--- src/lpmc_pkg.sv ---
// low-power mode controller: shared constants, register map and carrier types
// assumes one 10 MHz core clock and a single AHB-Lite master
package lpmc_pkg;

	localparam int ADDR_W = 8;
	localparam logic [ADDR_W-1:0] ADDR_CTRL = 8'h00;
	localparam logic [ADDR_W-1:0] ADDR_CLK  = 8'h04;
	localparam logic [ADDR_W-1:0] ADDR_STAT = 8'h08;

	localparam logic [1:0] LOW_POWER_MODE_SELECT_STOP0   = 2'h0;
	localparam logic [1:0] LOW_POWER_MODE_SELECT_STOP1   = 2'h1;
	localparam logic [1:0] LOW_POWER_MODE_SELECT_STOP2   = 2'h2;
	localparam logic [1:0] LOW_POWER_MODE_SELECT_STANDBY = 2'h3;
	localparam int         LOW_POWER_MODE_SELECT_SHUT_BIT = 2;

	// multi-speed oscillator range code meaning 4 MHz
	localparam logic [3:0] MSI_RANGE_4MHZ = 4'h6;

	localparam int WK_PVD         = 0;
	localparam int WK_RF_IRQ      = 1;
	localparam int WK_RF_BUSY     = 2;
	localparam int WK_PIN         = 3;
	localparam int WK_RTC_TAMPER_UNIT    = 4;
	localparam int WK_XTAL_FAIL   = 5;
	localparam int WK_RESET_PIN   = 6;
	localparam int WK_WATCHDOG    = 7;
	localparam int NUM_WAKE       = 8;
	localparam logic [NUM_WAKE-1:0] SHUT_WAKE_MASK = 8'h58;
	localparam int NUM_FAST_REQ   = 4;

	typedef enum logic [3:0] {
		MODE_RUN, MODE_LPRUN, MODE_SLEEP, MODE_LPSLEEP, MODE_STOP0,
		MODE_STOP1, MODE_STOP2, MODE_STANDBY, MODE_SHUTDOWN
	} lpmc_mode_t;

	typedef enum logic [1:0] {SYSCLK_MSI, SYSCLK_FAST, SYSCLK_XTAL32, SYSCLK_PLL} lpmc_sysclk_t;

	// control register image, low bits of word at ADDR_CTRL
	typedef struct packed {
		logic       range2;
		logic       io_release;
		logic       wake_clk_sel;
		logic       sram2_keep;
		logic       lp_reg_sel;
		logic       deep_sleep;
		logic [2:0] low_power_mode_select;
	} lpmc_ctrl_t;

	typedef struct packed {
		logic cpu;
		logic fast_osc;
		logic multi_speed_osc;
		logic slow_int;
		logic slow_xtal;
		logic periph;
	} lpmc_clk_en_t;

	typedef struct packed {
		logic main_reg;
		logic lp_reg;
		logic radio_reg;
		logic sram2_keep;
		logic stop2_keep;
		logic vcore_range1;
	} lpmc_pwr_t;

	typedef struct packed {
		logic analog;
		logic schmitt_en;
		logic debug_pull;
		logic reset_pullup;
		logic pull_hold;
		logic pull_discard;
	} lpmc_io_t;

	typedef struct packed {
		lpmc_mode_t          mode;
		logic                wake_on_event;
		lpmc_ctrl_t          ctrl;
		lpmc_sysclk_t        sysclk;
		logic [3:0]          msi_range;
		logic [NUM_WAKE-1:0] wk_s1;
		logic [NUM_WAKE-1:0] wk_s2;
		logic                pin_prev;
		logic                rdeep_s1;
		logic                rdeep_s2;
		logic                pull_discard;
		logic                ph_wr;
		logic [ADDR_W-1:0]   ph_addr;
		logic [31:0]         rdata;
	} lpmc_state_t;

	localparam lpmc_state_t ST_RST = '{mode: MODE_RUN, sysclk: SYSCLK_MSI,
		msi_range: MSI_RANGE_4MHZ, default: '0};

endpackage

--- src/lpmc_top.sv ---
// low-power mode controller: mode sequencer, clock and regulator gating, radio limits
// assumes cpu request strobes and event lines come from logic on CORE_CLK_IN;
// ASYNC_WAKE_IN and RADIO_DEEP_SLEEP_IN come from pins or other clocks
module lpmc_top
	import lpmc_pkg::*;
(
	input  wire logic                    CORE_CLK_IN,
	input  wire logic                    RSTN_IN,
	input  wire logic                    HSEL_IN,
	input  wire logic [31:0]             HADDR_IN,
	input  wire logic [1:0]              HTRANS_IN,
	input  wire logic                    HWRITE_IN,
	input  wire logic [2:0]              HSIZE_IN,
	input  wire logic [31:0]             HWDATA_IN,
	input  wire logic                    HREADY_IN,
	output logic      [31:0]             HRDATA_OUT,
	output logic                         HREADYOUT_OUT,
	output logic                         HRESP_OUT,
	input  wire logic                    WFI_IN,
	input  wire logic                    WFE_IN,
	input  wire logic                    ISR_RETURN_IN,
	input  wire logic                    IRQ_ANY_IN,
	input  wire logic                    WAKE_EVENT_IN,
	input  wire logic                    EVENT_LINE_WAKE_IN,
	input  wire logic                    PERIPH_WAKE_IN,
	input  wire logic [NUM_FAST_REQ-1:0] FAST_OSC_REQ_IN,
	input  wire logic [NUM_WAKE-1:0]     ASYNC_WAKE_IN,
	input  wire logic                    RADIO_DEEP_SLEEP_IN,
	input  wire logic                    INT_RESET_SRC_IN,
	output lpmc_mode_t                   MODE_OUT,
	output lpmc_sysclk_t                 SYSCLK_SEL_OUT,
	output logic      [3:0]              MSI_RANGE_OUT,
	output lpmc_clk_en_t                 CLK_EN_OUT,
	output logic      [NUM_FAST_REQ-1:0] FAST_OSC_ROUTE_OUT,
	output lpmc_pwr_t                    PWR_OUT,
	output logic                         RADIO_BLOCK_DEEP_OUT,
	output logic                         RADIO_FORCE_DEEP_OUT,
	output lpmc_io_t                     IO_OUT
);

	////////////////////////////////////////////////////////////////////////////////
	// helpers

	function automatic logic is_stop(input lpmc_mode_t m);
		return (m == MODE_STOP0) || (m == MODE_STOP1) || (m == MODE_STOP2);
	endfunction

	function automatic logic is_cpu_off(input lpmc_mode_t m);
		return (m != MODE_RUN) && (m != MODE_LPRUN);
	endfunction

	function automatic logic is_lp_side(input lpmc_mode_t m);
		return (m == MODE_LPRUN) || (m == MODE_LPSLEEP) || (m == MODE_STOP1) ||
			(m == MODE_STOP2) || (m == MODE_STANDBY);
	endfunction

	////////////////////////////////////////////////////////////////////////////////
	// reset release

	logic rst_meta_r;
	logic rst_n_r;

	always_ff @(posedge CORE_CLK_IN or negedge RSTN_IN) begin
		if (!RSTN_IN) begin
			rst_meta_r <= 1'b0;
			rst_n_r    <= 1'b0;
		end else begin
			rst_meta_r <= 1'b1;
			rst_n_r    <= rst_meta_r;
		end
	end

	////////////////////////////////////////////////////////////////////////////////
	// outputs decoded from the mode, the control register and a few direct inputs

	lpmc_state_t         st_r;
	lpmc_state_t         st_nxt;
	logic                sleep_req;
	logic [NUM_WAKE-1:0] wake_vec;
	logic                rdeep;

	assign rdeep     = st_r.rdeep_s2;
	assign sleep_req = WFI_IN | WFE_IN | ISR_RETURN_IN;

	always_comb begin
		wake_vec         = st_r.wk_s2;
		// wake pin counts on either edge, not on level
		wake_vec[WK_PIN] = st_r.wk_s2[WK_PIN] ^ st_r.pin_prev;
	end

	always_comb begin
		CLK_EN_OUT.cpu       = !is_cpu_off(st_r.mode);
		CLK_EN_OUT.multi_speed_osc       = !is_stop(st_r.mode) && st_r.mode != MODE_STANDBY &&
			st_r.mode != MODE_SHUTDOWN;
		CLK_EN_OUT.periph    = CLK_EN_OUT.multi_speed_osc;
		// fast oscillator runs in stop only while a peripheral asks for it
		CLK_EN_OUT.fast_osc  = is_stop(st_r.mode) ? |FAST_OSC_REQ_IN : CLK_EN_OUT.multi_speed_osc;
		CLK_EN_OUT.slow_int  = st_r.mode != MODE_SHUTDOWN;
		CLK_EN_OUT.slow_xtal = 1'b1;
		FAST_OSC_ROUTE_OUT   = CLK_EN_OUT.fast_osc ? FAST_OSC_REQ_IN : '0;

		PWR_OUT.main_reg   = st_r.mode == MODE_RUN || st_r.mode == MODE_SLEEP ||
			st_r.mode == MODE_STOP0;
		PWR_OUT.lp_reg     = st_r.mode == MODE_STANDBY ? st_r.ctrl.sram2_keep :
			st_r.mode != MODE_SHUTDOWN;
		PWR_OUT.sram2_keep = st_r.mode == MODE_STANDBY ? st_r.ctrl.sram2_keep :
			st_r.mode != MODE_SHUTDOWN;
		PWR_OUT.stop2_keep = st_r.mode != MODE_STANDBY && st_r.mode != MODE_SHUTDOWN;
		PWR_OUT.vcore_range1 = !st_r.ctrl.range2;
		if (st_r.mode == MODE_SHUTDOWN) begin
			PWR_OUT.radio_reg = 1'b0;
		end else if (is_lp_side(st_r.mode)) begin
			PWR_OUT.radio_reg = !rdeep;
		end else begin
			PWR_OUT.radio_reg = 1'b1;
		end
		RADIO_FORCE_DEEP_OUT = st_r.mode == MODE_SHUTDOWN;
		RADIO_BLOCK_DEEP_OUT = st_r.mode == MODE_RUN || st_r.mode == MODE_SLEEP ||
			st_r.mode == MODE_STOP0;

		IO_OUT.analog       = !st_r.ctrl.io_release;
		IO_OUT.schmitt_en   = st_r.ctrl.io_release;
		IO_OUT.debug_pull   = 1'b1;
		IO_OUT.reset_pullup = !INT_RESET_SRC_IN;
		IO_OUT.pull_hold    = st_r.mode == MODE_SHUTDOWN;
		IO_OUT.pull_discard = st_r.pull_discard;
	end

	assign MODE_OUT       = st_r.mode;
	assign SYSCLK_SEL_OUT = st_r.sysclk;
	assign MSI_RANGE_OUT  = st_r.msi_range;
	assign HRDATA_OUT     = st_r.rdata;
	assign HREADYOUT_OUT  = 1'b1;
	assign HRESP_OUT      = 1'b0;

	////////////////////////////////////////////////////////////////////////////////
	// next state

	always_comb begin
		st_nxt              = st_r;
		st_nxt.wk_s1        = ASYNC_WAKE_IN;
		st_nxt.wk_s2        = st_r.wk_s1;
		st_nxt.pin_prev     = st_r.wk_s2[WK_PIN];
		st_nxt.rdeep_s1     = RADIO_DEEP_SLEEP_IN;
		st_nxt.rdeep_s2     = st_r.rdeep_s1;
		st_nxt.pull_discard = 1'b0;
		st_nxt.ph_wr        = 1'b0;

		// address phase; zero wait states, so read data is ready for the data phase
		if (HSEL_IN && HREADY_IN && HTRANS_IN[1]) begin
			st_nxt.ph_wr   = HWRITE_IN;
			st_nxt.ph_addr = HADDR_IN[ADDR_W-1:0];
			if (!HWRITE_IN) begin
				unique case (HADDR_IN[ADDR_W-1:0])
					ADDR_CTRL: st_nxt.rdata = 32'(st_r.ctrl);
					ADDR_CLK:  st_nxt.rdata = 32'({st_r.msi_range, 2'h0, st_r.sysclk});
					ADDR_STAT: st_nxt.rdata = 32'({rdeep, PWR_OUT, st_r.mode});
					default:   st_nxt.rdata = 32'h00000000;
				endcase
			end
		end

		// data phase write; hardware mode changes below take precedence
		if (st_r.ph_wr) begin
			if (st_r.ph_addr == ADDR_CTRL) begin
				st_nxt.ctrl = lpmc_ctrl_t'(HWDATA_IN[$bits(lpmc_ctrl_t)-1:0]);
			end else if (st_r.ph_addr == ADDR_CLK) begin
				st_nxt.sysclk    = lpmc_sysclk_t'(HWDATA_IN[1:0]);
				st_nxt.msi_range = HWDATA_IN[7:4];
			end
		end

		unique case (st_r.mode)
			MODE_RUN, MODE_LPRUN: begin
				if (sleep_req) begin
					// mode bits are taken as they stand at the request
					st_nxt.wake_on_event = WFE_IN && !WFI_IN && !ISR_RETURN_IN;
					if (!st_r.ctrl.deep_sleep) begin
						st_nxt.mode = st_r.mode == MODE_LPRUN ? MODE_LPSLEEP : MODE_SLEEP;
					end else if (st_r.ctrl.low_power_mode_select[LOW_POWER_MODE_SELECT_SHUT_BIT]) begin
						st_nxt.mode = MODE_SHUTDOWN;
					end else begin
						unique case (st_r.ctrl.low_power_mode_select[1:0])
							LOW_POWER_MODE_SELECT_STOP0:   st_nxt.mode = MODE_STOP0;
							LOW_POWER_MODE_SELECT_STOP1:   st_nxt.mode = MODE_STOP1;
							LOW_POWER_MODE_SELECT_STOP2:   st_nxt.mode = MODE_STOP2;
							LOW_POWER_MODE_SELECT_STANDBY: st_nxt.mode = MODE_STANDBY;
						endcase
					end
				end else if (st_r.mode == MODE_RUN && st_r.ctrl.lp_reg_sel) begin
					st_nxt.mode = MODE_LPRUN;
				end else if (st_r.mode == MODE_LPRUN && !st_r.ctrl.lp_reg_sel) begin
					st_nxt.mode = MODE_RUN;
				end
			end
			MODE_SLEEP, MODE_LPSLEEP: begin
				// system clock selection is untouched, so wake resumes on it
				if (st_r.wake_on_event ? WAKE_EVENT_IN : IRQ_ANY_IN) begin
					st_nxt.mode = st_r.mode == MODE_LPSLEEP ? MODE_LPRUN : MODE_RUN;
				end
			end
			MODE_STOP0, MODE_STOP1, MODE_STOP2: begin
				if (EVENT_LINE_WAKE_IN || PERIPH_WAKE_IN) begin
					st_nxt.mode   = st_r.ctrl.lp_reg_sel ? MODE_LPRUN : MODE_RUN;
					st_nxt.sysclk = st_r.ctrl.wake_clk_sel ? SYSCLK_FAST : SYSCLK_MSI;
				end
			end
			MODE_STANDBY: begin
				if (|wake_vec) begin
					st_nxt.mode           = MODE_RUN;
					st_nxt.sysclk         = SYSCLK_MSI;
					st_nxt.msi_range      = MSI_RANGE_4MHZ;
					st_nxt.ctrl.lp_reg_sel = 1'b0;
				end
			end
			MODE_SHUTDOWN: begin
				if (|(wake_vec & SHUT_WAKE_MASK)) begin
					st_nxt.mode            = MODE_RUN;
					st_nxt.sysclk          = SYSCLK_MSI;
					st_nxt.msi_range       = MSI_RANGE_4MHZ;
					st_nxt.ctrl.lp_reg_sel = 1'b0;
					st_nxt.pull_discard    = 1'b1;
				end
			end
			default: st_nxt.mode = MODE_RUN;
		endcase
	end

	always_ff @(posedge CORE_CLK_IN or negedge rst_n_r) begin
		if (!rst_n_r) begin
			st_r <= ST_RST;
		end else begin
			st_r <= st_nxt;
		end
	end

	////////////////////////////////////////////////////////////////////////////////
	// checks

	a_cpu_clk_gate: assert property (@(posedge CORE_CLK_IN) disable iff (!rst_n_r)
		(st_r.mode == MODE_SLEEP) |-> (!CLK_EN_OUT.cpu && CLK_EN_OUT.multi_speed_osc && CLK_EN_OUT.periph))
		else $error("sleep must gate only the cpu clock");

	a_sleep_irq_wake: assert property (@(posedge CORE_CLK_IN) disable iff (!rst_n_r)
		(st_r.mode == MODE_SLEEP && !st_r.wake_on_event && IRQ_ANY_IN) |=>
		(st_r.mode == MODE_RUN && $stable(st_r.sysclk)))
		else $error("interrupt did not end sleep on same clock");

	a_lprun_entry: assert property (@(posedge CORE_CLK_IN) disable iff (!rst_n_r)
		(st_r.mode == MODE_RUN && st_r.ctrl.lp_reg_sel && !sleep_req) |=>
		(st_r.mode == MODE_LPRUN && !PWR_OUT.main_reg && PWR_OUT.lp_reg))
		else $error("low-power run not entered");

	a_stop0_entry: assert property (@(posedge CORE_CLK_IN) disable iff (!rst_n_r)
		(st_r.mode == MODE_RUN && sleep_req && st_r.ctrl.deep_sleep &&
		st_r.ctrl.low_power_mode_select == 3'h0) |=> (st_r.mode == MODE_STOP0 && PWR_OUT.main_reg &&
		PWR_OUT.lp_reg))
		else $error("stop 0 entry wrong");

	a_stop_wake_clk: assert property (@(posedge CORE_CLK_IN) disable iff (!rst_n_r)
		(is_stop(st_r.mode) && EVENT_LINE_WAKE_IN) |=>
		(st_r.sysclk == ($past(st_r.ctrl.wake_clk_sel) ? SYSCLK_FAST : SYSCLK_MSI)) &&
		$stable(st_r.msi_range))
		else $error("stop wake clock wrong");

	a_standby_regs: assert property (@(posedge CORE_CLK_IN) disable iff (!rst_n_r)
		(st_r.mode == MODE_STANDBY) |-> (!PWR_OUT.main_reg &&
		PWR_OUT.lp_reg == st_r.ctrl.sram2_keep && !CLK_EN_OUT.fast_osc))
		else $error("standby regulators wrong");

	a_shut_radio: assert property (@(posedge CORE_CLK_IN) disable iff (!rst_n_r)
		(st_r.mode == MODE_SHUTDOWN) |-> (RADIO_FORCE_DEEP_OUT && !PWR_OUT.radio_reg &&
		!CLK_EN_OUT.slow_int))
		else $error("radio not held in deep-sleep");

	a_radio_block: assert property (@(posedge CORE_CLK_IN) disable iff (!rst_n_r)
		(st_r.mode == MODE_RUN || st_r.mode == MODE_STOP0) |-> RADIO_BLOCK_DEEP_OUT)
		else $error("radio deep-sleep not blocked");

	a_fast_route: assert property (@(posedge CORE_CLK_IN) disable iff (!rst_n_r)
		is_stop(st_r.mode) |-> (FAST_OSC_ROUTE_OUT == FAST_OSC_REQ_IN &&
		CLK_EN_OUT.fast_osc == |FAST_OSC_REQ_IN))
		else $error("fast oscillator routing wrong");

	a_shut_discard: assert property (@(posedge CORE_CLK_IN) disable iff (!rst_n_r)
		(st_r.mode == MODE_SHUTDOWN && |(wake_vec & SHUT_WAKE_MASK)) |=>
		(IO_OUT.pull_discard && st_r.mode == MODE_RUN) ##1 !IO_OUT.pull_discard)
		else $error("shutdown exit did not discard pulls");

	a_io_analog: assert property (@(posedge CORE_CLK_IN) disable iff (!rst_n_r)
		$rose(rst_n_r) |-> (IO_OUT.analog && !IO_OUT.schmitt_en && PWR_OUT.vcore_range1))
		else $error("ios not analog after reset");

	a_lpsleep_regs: assert property (@(posedge CORE_CLK_IN) disable iff (!rst_n_r)
		(st_r.mode == MODE_LPSLEEP) |-> (!PWR_OUT.main_reg && PWR_OUT.lp_reg && !CLK_EN_OUT.cpu))
		else $error("low-power sleep regulators wrong");

	a_stop1_entry: assert property (@(posedge CORE_CLK_IN) disable iff (!rst_n_r)
		(!is_cpu_off(st_r.mode) && sleep_req && st_r.ctrl.deep_sleep &&
		st_r.ctrl.low_power_mode_select == {1'b0, LOW_POWER_MODE_SELECT_STOP1}) |=> (st_r.mode == MODE_STOP1))
		else $error("stop 1 entry wrong");

	a_stop2_entry: assert property (@(posedge CORE_CLK_IN) disable iff (!rst_n_r)
		(!is_cpu_off(st_r.mode) && sleep_req && st_r.ctrl.deep_sleep &&
		st_r.ctrl.low_power_mode_select == {1'b0, LOW_POWER_MODE_SELECT_STOP2}) |=> (st_r.mode == MODE_STOP2 && PWR_OUT.stop2_keep))
		else $error("stop 2 entry wrong");

	a_stop_clocks: assert property (@(posedge CORE_CLK_IN) disable iff (!rst_n_r)
		is_stop(st_r.mode) |-> (!CLK_EN_OUT.cpu && !CLK_EN_OUT.multi_speed_osc && !CLK_EN_OUT.periph &&
		CLK_EN_OUT.slow_int && CLK_EN_OUT.slow_xtal))
		else $error("stop clocks wrong");

	a_standby_entry: assert property (@(posedge CORE_CLK_IN) disable iff (!rst_n_r)
		(!is_cpu_off(st_r.mode) && sleep_req && st_r.ctrl.deep_sleep &&
		st_r.ctrl.low_power_mode_select == {1'b0, LOW_POWER_MODE_SELECT_STANDBY}) |=> (st_r.mode == MODE_STANDBY && !PWR_OUT.main_reg))
		else $error("standby entry wrong");

	a_standby_wake: assert property (@(posedge CORE_CLK_IN) disable iff (!rst_n_r)
		(st_r.mode == MODE_STANDBY && |wake_vec) |=> (st_r.mode == MODE_RUN &&
		st_r.sysclk == SYSCLK_MSI && st_r.msi_range == MSI_RANGE_4MHZ))
		else $error("standby wake clock wrong");

	a_shut_entry: assert property (@(posedge CORE_CLK_IN) disable iff (!rst_n_r)
		(!is_cpu_off(st_r.mode) && sleep_req && st_r.ctrl.deep_sleep &&
		st_r.ctrl.low_power_mode_select[LOW_POWER_MODE_SELECT_SHUT_BIT]) |=> (st_r.mode == MODE_SHUTDOWN && !PWR_OUT.lp_reg))
		else $error("shutdown entry wrong");

	a_shut_hold: assert property (@(posedge CORE_CLK_IN) disable iff (!rst_n_r)
		(st_r.mode == MODE_SHUTDOWN && !(|(wake_vec & SHUT_WAKE_MASK))) |=>
		(st_r.mode == MODE_SHUTDOWN))
		else $error("shutdown left without a listed source");

	a_radio_reg_off: assert property (@(posedge CORE_CLK_IN) disable iff (!rst_n_r)
		((st_r.mode == MODE_STOP1 || st_r.mode == MODE_STOP2 || st_r.mode == MODE_STANDBY) &&
		rdeep) |-> !PWR_OUT.radio_reg)
		else $error("radio regulator left on");

	a_pin_pullup: assert property (@(posedge CORE_CLK_IN) disable iff (!rst_n_r)
		INT_RESET_SRC_IN |-> !IO_OUT.reset_pullup)
		else $error("reset pin pull-up left on");

	a_sleep_default: assert property (@(posedge CORE_CLK_IN) disable iff (!rst_n_r)
		(!is_cpu_off(st_r.mode) && sleep_req && !st_r.ctrl.deep_sleep) |=>
		(st_r.mode == MODE_SLEEP || st_r.mode == MODE_LPSLEEP))
		else $error("request without deep sleep not taken as sleep");

	a_event_wake: assert property (@(posedge CORE_CLK_IN) disable iff (!rst_n_r)
		(st_r.mode == MODE_SLEEP && st_r.wake_on_event && !WAKE_EVENT_IN) |=>
		(st_r.mode == MODE_SLEEP))
		else $error("event sleep left without an event");

endmodule

--- config.mk ---
export PLATFORM = sky130hd
export DESIGN_NAME = lpmc_top
export DESIGN_NICKNAME = d
export VERILOG_FILES = /design/src/lpmc_pkg.sv /design/src/lpmc_top.sv
export SDC_FILE = /design/constraint.sdc
export NUM_CORES = 1
export LEC_CHECK = 0
export ABC_AREA = 1
export CAP_MARGIN = 20
export CELL_PAD_IN_SITES_DETAIL_PLACEMENT = 0
export CELL_PAD_IN_SITES_GLOBAL_PLACEMENT = 1
export CORE_MARGIN = 3
export CORE_UTILIZATION = 47
export DETAILED_ROUTE_END_ITERATION = 6
export DONT_BUFFER_PORTS = 1
export PLACE_DENSITY = 0.84
export SLEW_MARGIN = 15
export SYNTH_ARGS = -nofsm -noshare
export SYNTH_HDL_FRONTEND = slang
export SYNTH_SLANG_ARGS = --single-unit
--- constraint.sdc ---
create_clock -name CORE_CLK_IN -period 5.9 [get_ports CORE_CLK_IN]
set_clock_uncertainty 0.15 [all_clocks]
set_input_delay 0.885 -clock CORE_CLK_IN [delete_from_list [all_inputs] [get_ports CORE_CLK_IN]]
set_output_delay 0.885 -clock CORE_CLK_IN [all_outputs]
set_load 0.05 [all_outputs]
==> flow_metrics.env <==
export IMPL_r2r_end="SYSCLK_SEL_OUT[1]"
export IMPL_worstHoldPathType="reg -> async"
export IMPL_syn_instance_count=388
export IMPL_ctsLongestPathBuffers=2
export IMPL_grt_use_total=0.180
export IMPL_core_area_um2=6490
export IMPL_cts_resized=0
export IMPL_clock_sinks=62
export IMPL_worstSetupStartpointType="flip-flop"
export IMPL_drc=0
export IMPL_arrival_ns=3.15
export IMPL_slew_headroom=0.265
export IMPL_synth_distinct_cells=30
export IMPL_rr_startpoint="MODE_OUT[1]"
export IMPL_tightest_slew_ns=1.10
export IMPL_rsz0062_at_grt="no"
export IMPL_fmax_mhz=239
export IMPL_regToRegSetupSlack_ns=3.15
export IMPL_dieArea_um2=7860
export IMPL_power_mw=1.43
export IMPL_criticalPathCategory="reg -> out"
export IMPL_die_w_um=88.6
export IMPL_vias=2158
export IMPL_grt_pass1_vias=2110
export IMPL_finalInstanceArea_um2=3240
export IMPL_pin_count=163
export IMPL_cts_post_setup_buffers_inserted=0
export IMPL_start_util=0.494
export IMPL_rows=29
export IMPL_required_ns=4.87
export IMPL_io_buffer_count=0
export IMPL_crit_start="MODE_OUT[1]"
export IMPL_period_share=0.709
export IMPL_hold_viol=0
export IMPL_antenna_cells=0
export IMPL_detail_route_wl_per_cell_um=14.4
export IMPL_drtIter0Drc=112
export IMPL_worst_r2r_cell_count=7
export IMPL_cts_buffers_inserted=9
export IMPL_yosysSeqAreaShare=0.484
export IMPL_cts_clk_slew_worst_paths_ns=0.07
export IMPL_ant_nets=0
export IMPL_crit_fanout=7
export IMPL_synth_area_per_cell_um2=8.27
export IMPL_root_buffer="clkbuf_8"
export IMPL_vias_per_cell=4.78
export IMPL_fillers=639
export IMPL_drtPass1Iterations=4
export IMPL_gr_total_overflow=0
export IMPL_drive_above_1_share=0.126
export IMPL_fin_crit_ns=4.18
export IMPL_drv_cap=0
export IMPL_finalMaxSlewViolations=0
export IMPL_gp_congestion=0.803
export IMPL_dp_hpwl_um=4960
export IMPL_power_density_nw_per_um2=442
export IMPL_tns_ns=0
export IMPL_cts_tree="yes"
export IMPL_dpl_instance_area_um2=3010
export IMPL_synth_area_um2=3210
export IMPL_status="finished clean"
export IMPL_cp_endpoint="PWR_OUT[4]"
export IMPL_whs_ns=0.0335
export IMPL_clk_latency_ns=0.34
export IMPL_power_leakage_nw=1.80
export IMPL_cts_max_level=3
export IMPL_async_reset_ff_frac=1.00
export IMPL_synth_edff_count=0
export IMPL_yosysWarnings=0
export IMPL_die_y_um=88.6
export IMPL_ctsHoldBuffers=0
export IMPL_synth_ff_type="dfrtp_1"
export IMPL_routed_wl_um=6490
export IMPL_antenna_found_initial=0
export IMPL_worst_ir_drop_vdd_mv=0.176
export IMPL_grt_pass1_wl_um=10400
export IMPL_critPathCaptureType="primary output"
export IMPL_area_growth_pct=0.975
export IMPL_setup_viol=0
export IMPL_fin_nets=464
export IMPL_ys_ff_latch=62
export IMPL_grt_max_degree=43
==> worst min-delay path by stage <==
stage,start,to,slack [ns],cells after the start
6_report,rst_n_r,IO_OUT[0],0.03,0
4_1_cts,rst_n_r,st_nxt[52],0.05,0
3_3_place_gp,rst_n_r,st_r[47],0.04,0
5_1_grt,RSTN_IN,rst_n_r,0.06,0
3_5_place_dp,rst_n_r,st_r[47],0.05,0
2_1_floorplan,st_nxt[42],rdeep,0.18,0
==> state kept, by name, summed over array words and instances, names as in the netlist <==
| name | flops |
|---|---|
| st_r | 26 |
| HRDATA_OUT | 11 |
| st_nxt | 10 |
| MODE_OUT | 4 |
| MSI_RANGE_OUT | 4 |
| IO_OUT | 2 |
| SYSCLK_SEL_OUT | 2 |
| rdeep | 1 |
| rst_meta_r | 1 |
| rst_n_r | 1 |
==> kinds of logic (layout without fill, tap and decap cells) <==
family,after synthesis,count (layout),share of synthesized area
buf+inv,107,69,0.187
simple gates,179,179,0.258
other cells,2,26,0.00234
mux,2,2,0.00936
flops,62,62,0.484
compound gates,36,36,0.0593
==> stage by stage <==
stage,utilization,std cells,worst slack [ns]
final,0.499,451,1.72
after floorplan,-,412,2.24
after detailed placement,0.463,435,2.07
after CTS,0.499,451,1.69
after global routing,0.499,451,1.57
after global placement,0.463,435,2.08
==> cell usage after synthesis (3+ instances only) <==
| master | number | share of area |
|---|---|---|
| o21bai_1 | 3 | 0.0070 |
| o21ai_0 | 17 | 0.027 |
| a21oi_1 | 7 | 0.011 |
| buf_4 | 52 | 0.12 |
| o21ai_1 | 8 | 0.012 |
| nor2_1 | 30 | 0.035 |
| inv_1 | 49 | 0.057 |
| dfrtp_1 | 60 | 0.47 |
| nand3_1 | 29 | 0.045 |
| nand2_2 | 3 | 0.0058 |
| nand2_1 | 97 | 0.11 |
| nand2_4 | 4 | 0.014 |
| nor2_2 | 5 | 0.0097 |
==> area by class of cell <==
cell class,instances,area (µm²),share of cell area
Clock buffer,10,138,0.0425
Timing Repair Buffer,2,15.0,0.00463
Clock inverter,6,92.6,0.0286
Tap cell,77,96.3,0.0297
Inverter,51,191,0.0591
Multi-Input combinational cell,243,1150,0.356
Sequential cell,62,1560,0.480
==> power breakdown <==
| group | internal [mW] | switching (mW) | total, mW |
|---|---|---|---|
| registers | 0.478 | 0.130 | 0.608 |
| clock network | 0.252 | 0.172 | 0.424 |
| logic | 0.0713 | 0.328 | 0.399 |
| total | 0.801 | 0.631 | 1.43 |
==> cells in the final DEF (no fill, tap or decap), drive strengths merged <==
cell        n
a21oi       7
and3        1
buf         2
bufinv      2
clkbuf     10
clkinvlp    2
conb       26
dfrtp      60
dfstp       2
inv        53
mux2        2
nand2     104
nand3      32
nand4       1
nor2       37
nor3        2
o21ai      25
o21bai      3
o31ai       1
or2         2
==> critical path, stage by stage (launching register included) <==
cell and delay (ns):
dfrtp_1 0.78, nor2_1 0.21, nand2_4 0.27, inv_1 0.49, o21ai_2 1.04
==> metal layers <==
layer	wire, µm	track usage
met5	0	0
met4	100	0.0659
met1	2780	0.233
met3	593	0.0754
met2	3010	0.271
Note: power is estimated with default switching activity, not from simulation.
